File: src/hdl/fidsp_map.vh
// constants for the flash identification and sector protect host controller
`ifndef FIDSP_MAP_VH
`define FIDSP_MAP_VH
`define FIDSP_CLK_PERIOD_NS   50
`define FIDSP_GLITCH_NS       5
`define FIDSP_SETUP_NS        100
`define FIDSP_STROBE_NS       150
`define FIDSP_HOLD_NS         100
`define FIDSP_SETUP_CYC       ((`FIDSP_SETUP_NS + `FIDSP_CLK_PERIOD_NS - 1) / `FIDSP_CLK_PERIOD_NS)
`define FIDSP_STROBE_CYC      ((`FIDSP_STROBE_NS + `FIDSP_CLK_PERIOD_NS - 1) / `FIDSP_CLK_PERIOD_NS)
`define FIDSP_HOLD_CYC        ((`FIDSP_HOLD_NS + `FIDSP_CLK_PERIOD_NS - 1) / `FIDSP_CLK_PERIOD_NS)
`define FIDSP_SECTOR_LSB      16
`define FIDSP_ADDR_W          21
`define FIDSP_UNLOCK1_ADDR    21'h00_0555
`define FIDSP_UNLOCK2_ADDR    21'h00_02AA
`define FIDSP_UNLOCK1_DATA    8'hAA
`define FIDSP_UNLOCK2_DATA    8'h55
`define FIDSP_AUTOSEL_DATA    8'h90
`define FIDSP_RESET_DATA      8'hF0
`define FIDSP_PROT_DATA       8'h01
`define FIDSP_UNPROT_DATA     8'h00
`define FIDSP_LAST_SECTOR     5'h1F
`define FIDSP_MAKER_ADDR      21'h00_0000
`define FIDSP_PART_ADDR       21'h00_0001
`define FIDSP_PROT_ADDR       21'h00_0002
`define FIDSP_OP_READ         3'h0
`define FIDSP_OP_WRITE        3'h1
`define FIDSP_OP_ID_HV        3'h2
`define FIDSP_OP_ID_CMD       3'h3
`define FIDSP_OP_PROT_HV      3'h4
`define FIDSP_OP_PROT_CMD     3'h5
`endif

File: src/hdl/fidsp_bus_cycle.v
// one timed asynchronous read or write cycle on the flash pins
`timescale 1ns/1ps
`include "fidsp_map.vh"
module fidsp_bus_cycle
(
    input  wire        mclk,
    input  wire        sys_rst,
    input  wire        cyc_start,
    input  wire        cyc_write,
    input  wire [20:0] cyc_addr,
    input  wire [7:0]  cyc_wdata,
    input  wire [7:0]  byte_lines_in,
    output wire        cyc_done,
    output reg  [7:0]  cyc_rdata,
    output reg  [20:0] addr_out,
    output reg  [7:0]  byte_lines_out,
    output reg         byte_lines_oe_n,
    output reg         chip_sel_n,
    output reg         out_en_n,
    output reg         wr_en_n
);
    localparam [1:0] ST_IDLE  = 2'd0;
    localparam [1:0] ST_SETUP = 2'd1;
    localparam [1:0] ST_STRB  = 2'd2;
    localparam [1:0] ST_HOLD  = 2'd3;
    localparam integer SETUP_I = `FIDSP_SETUP_CYC;
    localparam integer STRB_I  = `FIDSP_STROBE_CYC;
    localparam integer HOLD_I  = `FIDSP_HOLD_CYC;
    localparam [3:0] SETUP_C  = SETUP_I[3:0];
    localparam [3:0] STRB_C   = STRB_I[3:0];
    localparam [3:0] HOLD_C   = HOLD_I[3:0];
    reg [1:0] st_reg;
    reg [3:0] cnt_reg;
    reg       wr_reg;
    reg [7:0] sync1_reg;
    reg [7:0] sync2_reg;
    assign cyc_done = (st_reg == ST_HOLD) && (cnt_reg == 4'h1);
    always @(posedge mclk)
    begin
        sync1_reg <= byte_lines_in;
        sync2_reg <= sync1_reg;
    end
    always @(posedge mclk)
    begin
        if (sys_rst)
        begin
            st_reg          <= ST_IDLE;
            cnt_reg         <= 4'h0;
            wr_reg          <= 1'b0;
            cyc_rdata       <= 8'h00;
            addr_out        <= 21'h00_0000;
            byte_lines_out  <= 8'h00;
            byte_lines_oe_n <= 1'b1;
            chip_sel_n      <= 1'b1;
            out_en_n        <= 1'b1;
            wr_en_n         <= 1'b1;
        end
        else
        begin
            case (st_reg)
                ST_IDLE:
                begin
                    if (cyc_start)
                    begin
                        addr_out        <= cyc_addr;
                        wr_reg          <= cyc_write;
                        byte_lines_out  <= cyc_wdata;
                        byte_lines_oe_n <= ~cyc_write;
                        chip_sel_n      <= 1'b0;
                        cnt_reg         <= SETUP_C;
                        st_reg          <= ST_SETUP;
                    end
                end
                ST_SETUP:
                begin
                    if (cnt_reg == 4'h1)
                    begin
                        // write: oe high, we low; read: oe low, we high
                        wr_en_n  <= ~wr_reg;
                        out_en_n <= wr_reg;
                        cnt_reg  <= STRB_C;
                        st_reg   <= ST_STRB;
                    end
                    else
                        cnt_reg <= cnt_reg - 4'h1;
                end
                ST_STRB:
                begin
                    if (cnt_reg == 4'h1)
                    begin
                        cyc_rdata <= sync2_reg;
                        wr_en_n   <= 1'b1;
                        out_en_n  <= 1'b1;
                        cnt_reg   <= HOLD_C;
                        st_reg    <= ST_HOLD;
                    end
                    else
                        cnt_reg <= cnt_reg - 4'h1;
                end
                ST_HOLD:
                begin
                    if (cnt_reg == 4'h1)
                    begin
                        chip_sel_n      <= 1'b1;
                        byte_lines_oe_n <= 1'b1;
                        st_reg          <= ST_IDLE;
                    end
                    else
                        cnt_reg <= cnt_reg - 4'h1;
                end
                default:
                    st_reg <= ST_IDLE;
            endcase
        end
    end
endmodule // fidsp_bus_cycle

File: src/hdl/fidsp_host.v
// host controller for flash identification, protect verify and writes
`timescale 1ns/1ps
`include "fidsp_map.vh"
// Functional notes
// - high-voltage id read raises id strobe line, sets low address selectors.
// - protect verify puts sector on top bits, address bit one high.
// - primary protect method raises only the reset pin, normal bus timing; the host raises that pin only for temporary unprotect.
// - all unprotected sectors must be protected before first unprotect write.
// - programmer protect method raises id strobe line and output enable.
// - program and erase need the unlock write cycles first.
// - below lockout the host keeps control pins from unintended writes.
// - five top address bits select one of thirty-two sectors.
module fidsp_host
(
    input  wire        mclk,
    input  wire        sys_rst,
    input  wire        req_valid,
    input  wire [2:0]  req_op,
    input  wire [20:0] req_addr,
    input  wire [7:0]  req_wdata,
    input  wire        req_temp_unprot,
    input  wire        req_prot_hv,
    input  wire        supply_ok,
    output wire        req_ready,
    output reg         rsp_valid,
    output reg  [7:0]  rsp_data,
    output reg         rsp_protected,
    input  wire [7:0]  byte_lines_in,
    output wire [7:0]  byte_lines_out,
    output wire        byte_lines_oe_n,
    output wire [20:0] flash_addr,
    output wire        chip_sel_n,
    output wire        out_en_n,
    output wire        wr_en_n,
    output reg         id_strobe_hv_en,
    output reg         out_en_hv_en,
    output reg         reset_hv_en,
    output reg         flash_rst_n
);
    localparam [2:0] ST_IDLE = 3'd0;
    localparam [2:0] ST_RUN  = 3'd1;
    localparam [2:0] ST_WAIT = 3'd2;
    localparam [2:0] ST_RESP = 3'd3;
    localparam [2:0] ST_LOCK = 3'd4;
    reg [2:0]  st_reg;
    reg [2:0]  op_reg;
    reg [2:0]  step_reg;
    reg [20:0] addr_reg;
    reg [7:0]  wdata_reg;
    reg        cyc_start;
    reg        cyc_write;
    reg [20:0] cyc_addr;
    reg [7:0]  cyc_wdata;
    reg        last_step;
    reg        ok1_reg;
    reg        ok2_reg;
    reg        sweep_reg;
    reg [4:0]  sec_reg;
    wire       cyc_done;
    wire [7:0] cyc_rdata;
    // number of bus cycles per operation
    function [2:0] op_steps;
        input [2:0] op;
        begin
            case (op)
                `FIDSP_OP_WRITE:    op_steps = 3'd3;
                `FIDSP_OP_ID_CMD:   op_steps = 3'd5;
                `FIDSP_OP_PROT_CMD: op_steps = 3'd5;
                default:            op_steps = 3'd1;
            endcase
        end
    endfunction
    // high-voltage id strobe needed by this operation
    function hv_op;
        input [2:0] op;
        begin
            hv_op = (op == `FIDSP_OP_ID_HV) || (op == `FIDSP_OP_PROT_HV);
        end
    endfunction
    assign req_ready = (st_reg == ST_IDLE) && ok2_reg;
    always @(posedge mclk)
    begin
        ok1_reg <= supply_ok;
        ok2_reg <= ok1_reg;
    end
    // cycle sequencer: unlock, command, then access
    always @*
    begin
        cyc_start = (st_reg == ST_RUN);
        cyc_write = 1'b0;
        cyc_addr  = addr_reg;
        cyc_wdata = wdata_reg;
        last_step = !sweep_reg && (step_reg == op_steps(op_reg) - 3'd1);
        case (op_reg)
            `FIDSP_OP_WRITE, `FIDSP_OP_ID_CMD, `FIDSP_OP_PROT_CMD:
            begin
                case (step_reg)
                    3'd0:
                    begin
                        cyc_write = 1'b1;
                        cyc_addr  = `FIDSP_UNLOCK1_ADDR;
                        cyc_wdata = `FIDSP_UNLOCK1_DATA;
                    end
                    3'd1:
                    begin
                        cyc_write = 1'b1;
                        cyc_addr  = `FIDSP_UNLOCK2_ADDR;
                        cyc_wdata = `FIDSP_UNLOCK2_DATA;
                    end
                    3'd2:
                    begin
                        cyc_write = 1'b1;
                        if (op_reg != `FIDSP_OP_WRITE)
                        begin
                            cyc_addr  = `FIDSP_UNLOCK1_ADDR;
                            cyc_wdata = `FIDSP_AUTOSEL_DATA;
                        end
                    end
                    3'd3:
                    begin
                        if (op_reg == `FIDSP_OP_PROT_CMD)
                            cyc_addr = {addr_reg[20:16], 16'h0002};
                        else
                            cyc_addr = {20'h0_0000, addr_reg[0]};
                    end
                    default:
                    begin
                        cyc_write = 1'b1;
                        cyc_addr  = 21'h00_0000;
                        cyc_wdata = `FIDSP_RESET_DATA;
                    end
                endcase
            end
            `FIDSP_OP_ID_HV:
                cyc_addr = {20'h0_0000, addr_reg[0]};
            `FIDSP_OP_PROT_HV:
                cyc_addr = {addr_reg[20:16], 16'h0002};
            default:
                cyc_addr = addr_reg;
        endcase
        // protect every sector before an unprotect write
        if (sweep_reg)
        begin
            cyc_write = 1'b1;
            cyc_addr  = {sec_reg, 16'h0000};
            cyc_wdata = `FIDSP_PROT_DATA;
        end
    end
    always @(posedge mclk)
    begin
        if (sys_rst)
        begin
            st_reg          <= ST_IDLE;
            op_reg          <= `FIDSP_OP_READ;
            step_reg        <= 3'd0;
            addr_reg        <= 21'h00_0000;
            wdata_reg       <= 8'h00;
            rsp_valid       <= 1'b0;
            rsp_data        <= 8'h00;
            rsp_protected   <= 1'b0;
            id_strobe_hv_en <= 1'b0;
            out_en_hv_en    <= 1'b0;
            reset_hv_en     <= 1'b0;
            flash_rst_n     <= 1'b0;
            sweep_reg       <= 1'b0;
            sec_reg         <= 5'h00;
        end
        else
        begin
            rsp_valid    <= 1'b0;
            reset_hv_en  <= req_temp_unprot;
            out_en_hv_en <= req_prot_hv;
            flash_rst_n  <= ok2_reg;
            case (st_reg)
                ST_IDLE:
                begin
                    if (!ok2_reg)
                        st_reg <= ST_LOCK;
                    else if (req_valid)
                    begin
                        op_reg          <= req_op;
                        addr_reg        <= req_addr;
                        wdata_reg       <= req_wdata;
                        step_reg        <= 3'd0;
                        id_strobe_hv_en <= hv_op(req_op) | req_prot_hv;
                        sec_reg         <= 5'h00;
                        sweep_reg       <= (req_op == `FIDSP_OP_WRITE) && req_prot_hv
                                           && (req_wdata == `FIDSP_UNPROT_DATA);
                        st_reg          <= ST_RUN;
                    end
                end
                ST_RUN:
                    st_reg <= ST_WAIT;
                ST_WAIT:
                begin
                    if (cyc_done)
                    begin
                        if (last_step)
                            st_reg <= ST_RESP;
                        else if (sweep_reg)
                        begin
                            sweep_reg <= (sec_reg != `FIDSP_LAST_SECTOR);
                            sec_reg   <= sec_reg + 5'h01;
                            st_reg    <= ST_RUN;
                        end
                        else
                        begin
                            step_reg <= step_reg + 3'd1;
                            st_reg   <= ST_RUN;
                        end
                        if (!cyc_write)
                        begin
                            rsp_data      <= cyc_rdata;
                            rsp_protected <= cyc_rdata[0];
                        end
                    end
                end
                ST_RESP:
                begin
                    rsp_valid       <= 1'b1;
                    id_strobe_hv_en <= 1'b0;
                    st_reg          <= ST_IDLE;
                end
                ST_LOCK:
                begin
                    if (ok2_reg)
                        st_reg <= ST_IDLE;
                end
                default:
                    st_reg <= ST_IDLE;
            endcase
        end
    end
    fidsp_bus_cycle u_cycle
    (
        .mclk            (mclk),
        .sys_rst         (sys_rst),
        .cyc_start       (cyc_start),
        .cyc_write       (cyc_write),
        .cyc_addr        (cyc_addr),
        .cyc_wdata       (cyc_wdata),
        .byte_lines_in   (byte_lines_in),
        .cyc_done        (cyc_done),
        .cyc_rdata       (cyc_rdata),
        .addr_out        (flash_addr),
        .byte_lines_out  (byte_lines_out),
        .byte_lines_oe_n (byte_lines_oe_n),
        .chip_sel_n      (chip_sel_n),
        .out_en_n        (out_en_n),
        .wr_en_n         (wr_en_n)
    );
endmodule // fidsp_host

File: config.mk
export PLATFORM = sky130hd
export DESIGN_NAME = fidsp_host
export DESIGN_NICKNAME = d
export VERILOG_FILES = /design/src/hdl/fidsp_bus_cycle.v /design/src/hdl/fidsp_host.v
export VERILOG_INCLUDE_DIRS = /design/src /design/src/hdl
export SDC_FILE = /design/constraint.sdc
export NUM_CORES = 1
export LEC_CHECK = 0
export BUFFER_PORTS_ARGS = -buffer_cell sky130_fd_sc_hd__clkbuf_2
export CORE_ASPECT_RATIO = 0.75
export CORE_MARGIN = 4
export CORE_UTILIZATION = 30
export CTS_BUF_LIST = sky130_fd_sc_hd__clkbuf_2
export CTS_CLUSTER_SIZE = 10
export DETAILED_ROUTE_END_ITERATION = 8
export RECOVER_POWER = 50
export SLEW_MARGIN = 20
export SYNTH_ARGS = -nofsm -noshare
export SYNTH_HDL_FRONTEND = slang
export SYNTH_SLANG_ARGS = --single-unit
File: constraint.sdc
create_clock -name mclk -period 3.9 [get_ports mclk]
set_clock_uncertainty 0.1 [all_clocks]
set_input_delay 0.195 -clock mclk [delete_from_list [all_inputs] [get_ports mclk]]
set_output_delay 0.195 -clock mclk [all_outputs]
set_load 0.02 [all_outputs]
==> impl_metrics.tcl <==
set metrics [dict create \
    ys_ff_latch 123 \
    grt_pass1_vias 4633 \
    insertion_delay_ns 0.68 \
    ir_drop_uv 196 \
    ys.flop_type "dfxtp_1" \
    synth_edf_count 0 \
    cpPeakStageDelay_ns 1.73 \
    p_per_area_mw_per_mm2 397 \
    p_sw_w 0.000803 \
    yosys_warnings 0 \
    netlist_instances 598 \
    drive_gt1_share_pct 12.1 \
    num_vias 4791 \
    vias_per_cell 4.95 \
    cp_data_required_time_ns 4.37 \
    grt_overflow 0 \
    crit_start "sys_rst" \
    grt_use_total_pct 14.9 \
    drt_iter0_drc 293 \
    postCtsResizedCells 0 \
    comb_power_share_pct 17.7 \
    grt_start_max_net_pins 53 \
    path_cells "dlygate4sd3_1 -> clkbuf_1 -> buf_4 -> nor2_1 -> o21ai_0 -> o21ai_0" \
    leakagePower_nw 2.36 \
    hp-class "input port to flop" \
    cts_tree "yes" \
    synthArstFlopShare_pct 0 \
    drtAntennaViolNets 0 \
    r2r_cells 5 \
    synth_cell_types 61 \
    setup_tns_ns 0 \
    synthToLayoutAreaGrowth_pct 26.8 \
    multiInputGateArea_sq_mm 0.00245 \
    relSlewSlack_pct -63.3 \
    crit_buf_inv 3 \
    dp_hpwl_um 9420 \
    htreeDepth 4 \
    fp.dieH_um 121 \
    totalWireLength_um 13900 \
    cts_buffer_depth 2 \
    endpoint_kind "flop" \
    cp_slowest_cell "clkbuf_1" \
    pwr-share-clk_pct 29.8 \
    fillers 1776 \
    design.die.area_sq_mm 0.0193 \
    initial_core_util_pct 30.6 \
    setup_viol 0 \
    finalHoldViolCount 0 \
    fin_crit_sh_pct 73.7 \
    fmax_ghz 0.348 \
    regArea_sq_mm 0.00246 \
    port_buffers 93 \
    critPathMaxFanout 52 \
    core-area_sq_mm 0.0168 \
    num_antenna_cells 0 \
    mostFrequentLayoutCell "dfxtp_1" \
    power.total_w 0.00259 \
    dr.pass1.iters 5 \
    wl_per_cell_um 14.3 \
    maxCapViolCount 1 \
    syn_area_sq_mm 0.00514 \
    cellInternalPower_w 0.00179 \
    place_congestion 0.800 \
    status "finished, violations left" \
    cp.depth 6 \
    crit_path_end "u_cycle.byte_lines_out[3]" \
    grt_antenna_before_repair 0 \
    slew_viol_final 53 \
    die_w_um 159 \
    yosysSeqAreaShare_pct 47.9 \
    cts_inserted_buffers 17 \
    synth_fp_nets 658 \
    final_cell_mix "dfxtp_1, nand2_1, a21oi_1, clkbuf_2, dlygate4sd3_1" \
    startpoint_type "input port" \
    r2r-start "st_reg[1]" \
    cts_root_buffer "clkbuf_2" \
    rr_endpoint "id_strobe_hv_en" \
    synth.avg_cell_area_sq_um 8.60 \
    min_period_ns 2.87 \
    power_frac_seq_pct 52.5 \
    cp_top_family "buffers and inverters" \
    crit_arrival_ns 3.34 \
    worstMarginPinSlew_ns 2.45 \
    fp-row-count 41 \
    ctsHoldBuffers 60 \
    cts_sinks 123 \
    rsz0062_at_grt "no" \
    violations "max-capacitance violations, max-slew violations" \
    grt_pass1_wl_um 23200 \
    critical_path_class "input port to flop" \
    clk_pin_slew_ns 0.20 \
    pin_count 94 \
    nets 800 \
    post-cts-setup-buffers 0 \
    drc_errors 0 \
    ff2ff_setup_slack_ns 1.23 \
    timing.critical_path.mode_cell "o21ai_0" \
    switching_share_pct 31.0 \
]
cells by family after synthesis:
logic type | share of synthesized area [%]
xor+xnor | 0.341
buf+inv | 4.55
simple gates | 21.8
mux | 1.75
fa+ha+maj | 3.41
compound gates | 20.2
flops | 47.9
worst min-delay path by stage:
stage / start / cells past startpoint / to / slack (ns)
final: req_addr[9] / 4 / addr_reg[9] / 0.16
after global routing: req_addr[3] / 4 / addr_reg[3] / 0.07
after CTS: byte_lines_in[6] / 2 / u_cycle.sync1_reg[6] / 0.007
after detailed placement: supply_ok / 1 / ok1_reg / 0.20
after global placement: supply_ok / 1 / ok1_reg / 0.20
after floorplan: supply_ok / 0 / ok1_reg / 0.12
Yosys cell counts (all sizes together), types with 3 or more instances:
cell type	number	area share (%)
o21bai	4	0.58
a221oi	7	1.2
buf	12	1.6
o22ai	3	0.37
nor2	51	3.9
clkbuf	24	1.8
nor4	7	0.85
nor4b	4	0.92
nor2b	9	1.1
and3	3	0.37
a2bb2oi	6	1.0
mux2i	9	1.8
o21ai	21	2.0
nand2	109	8.0
nor3b	5	0.92
a31oi	5	0.61
nand3	6	0.58
ha	14	3.4
nor3	14	1.4
nand2b	3	0.37
a21oi	74	7.2
a22oi	7	1.0
nand3b	4	0.58
a311oi	3	0.51
a211oi	8	1.2
dfxtp	123	48
or3	6	0.73
or2	3	0.37
o31ai	6	1.4
and2	5	0.61
inv	17	1.2
routing by layer:
layer	global-route usage (%)	part of all wire (%)	up-vias	wire [um]
met5	0	0	-	0
met4	3.90	1.1	0	148
met3	4.52	5.3	16	732
met2	21.6	42	131	5860
met1	21.4	51	2259	7140
li1	-	-	2385	-
worst min-delay path, stage by stage:
cell	delay [ns]
dlygate4sd3_1	0.53
clkbuf_2	0.10
nand2_1	0.05
a21oi_1	0.05
stage by stage:
| step | hold WS, ns | util, % | area [sq um] | worst slack [ns] | instances |
|---|---|---|---|---|---|
| after detailed placement | 0.200 | 34.1 | 5740 | 1.42 | 874 |
| after global placement | 0.199 | 34.1 | 5740 | 1.49 | 874 |
| after floorplan | 0.123 | - | 5140 | 1.96 | 598 |
| after global routing | 0.0721 | 38.8 | 6520 | 0.749 | 968 |
| after CTS | 0.00690 | 39.0 | 6560 | 1.08 | 966 |
| final | 0.157 | 38.8 | 6520 | 1.03 | 968 |
power by group through the flow:
| stage | logic, W | clock network [W] | registers [W] |
|---|---|---|---|
| 5_1_grt | 0.000515 | 0.000861 | 0.00137 |
| 3_5_place_dp | 0.000414 | 0 | 0.00138 |
| 2_1_floorplan | 0.000290 | 0 | 0.00138 |
| 3_3_place_gp | 0.000413 | 0 | 0.00138 |
| 6_report | 0.000458 | 0.000773 | 0.00136 |
| 4_1_cts | 0.000462 | 0.000802 | 0.00136 |
final cells by class:
| type | instances | share of cell area [%] |
|---|---|---|
| Tap cell | 215 | 4.13 |
| Clock inverter | 13 | 1.94 |
| Sequential cell | 123 | 37.8 |
| Inverter | 17 | 0.979 |
| Multi-Input combinational cell | 422 | 37.5 |
| Timing Repair Buffer | 159 | 16.2 |
| Clock buffer | 19 | 1.46 |
Note: power is estimated with default switching activity, not from simulation.
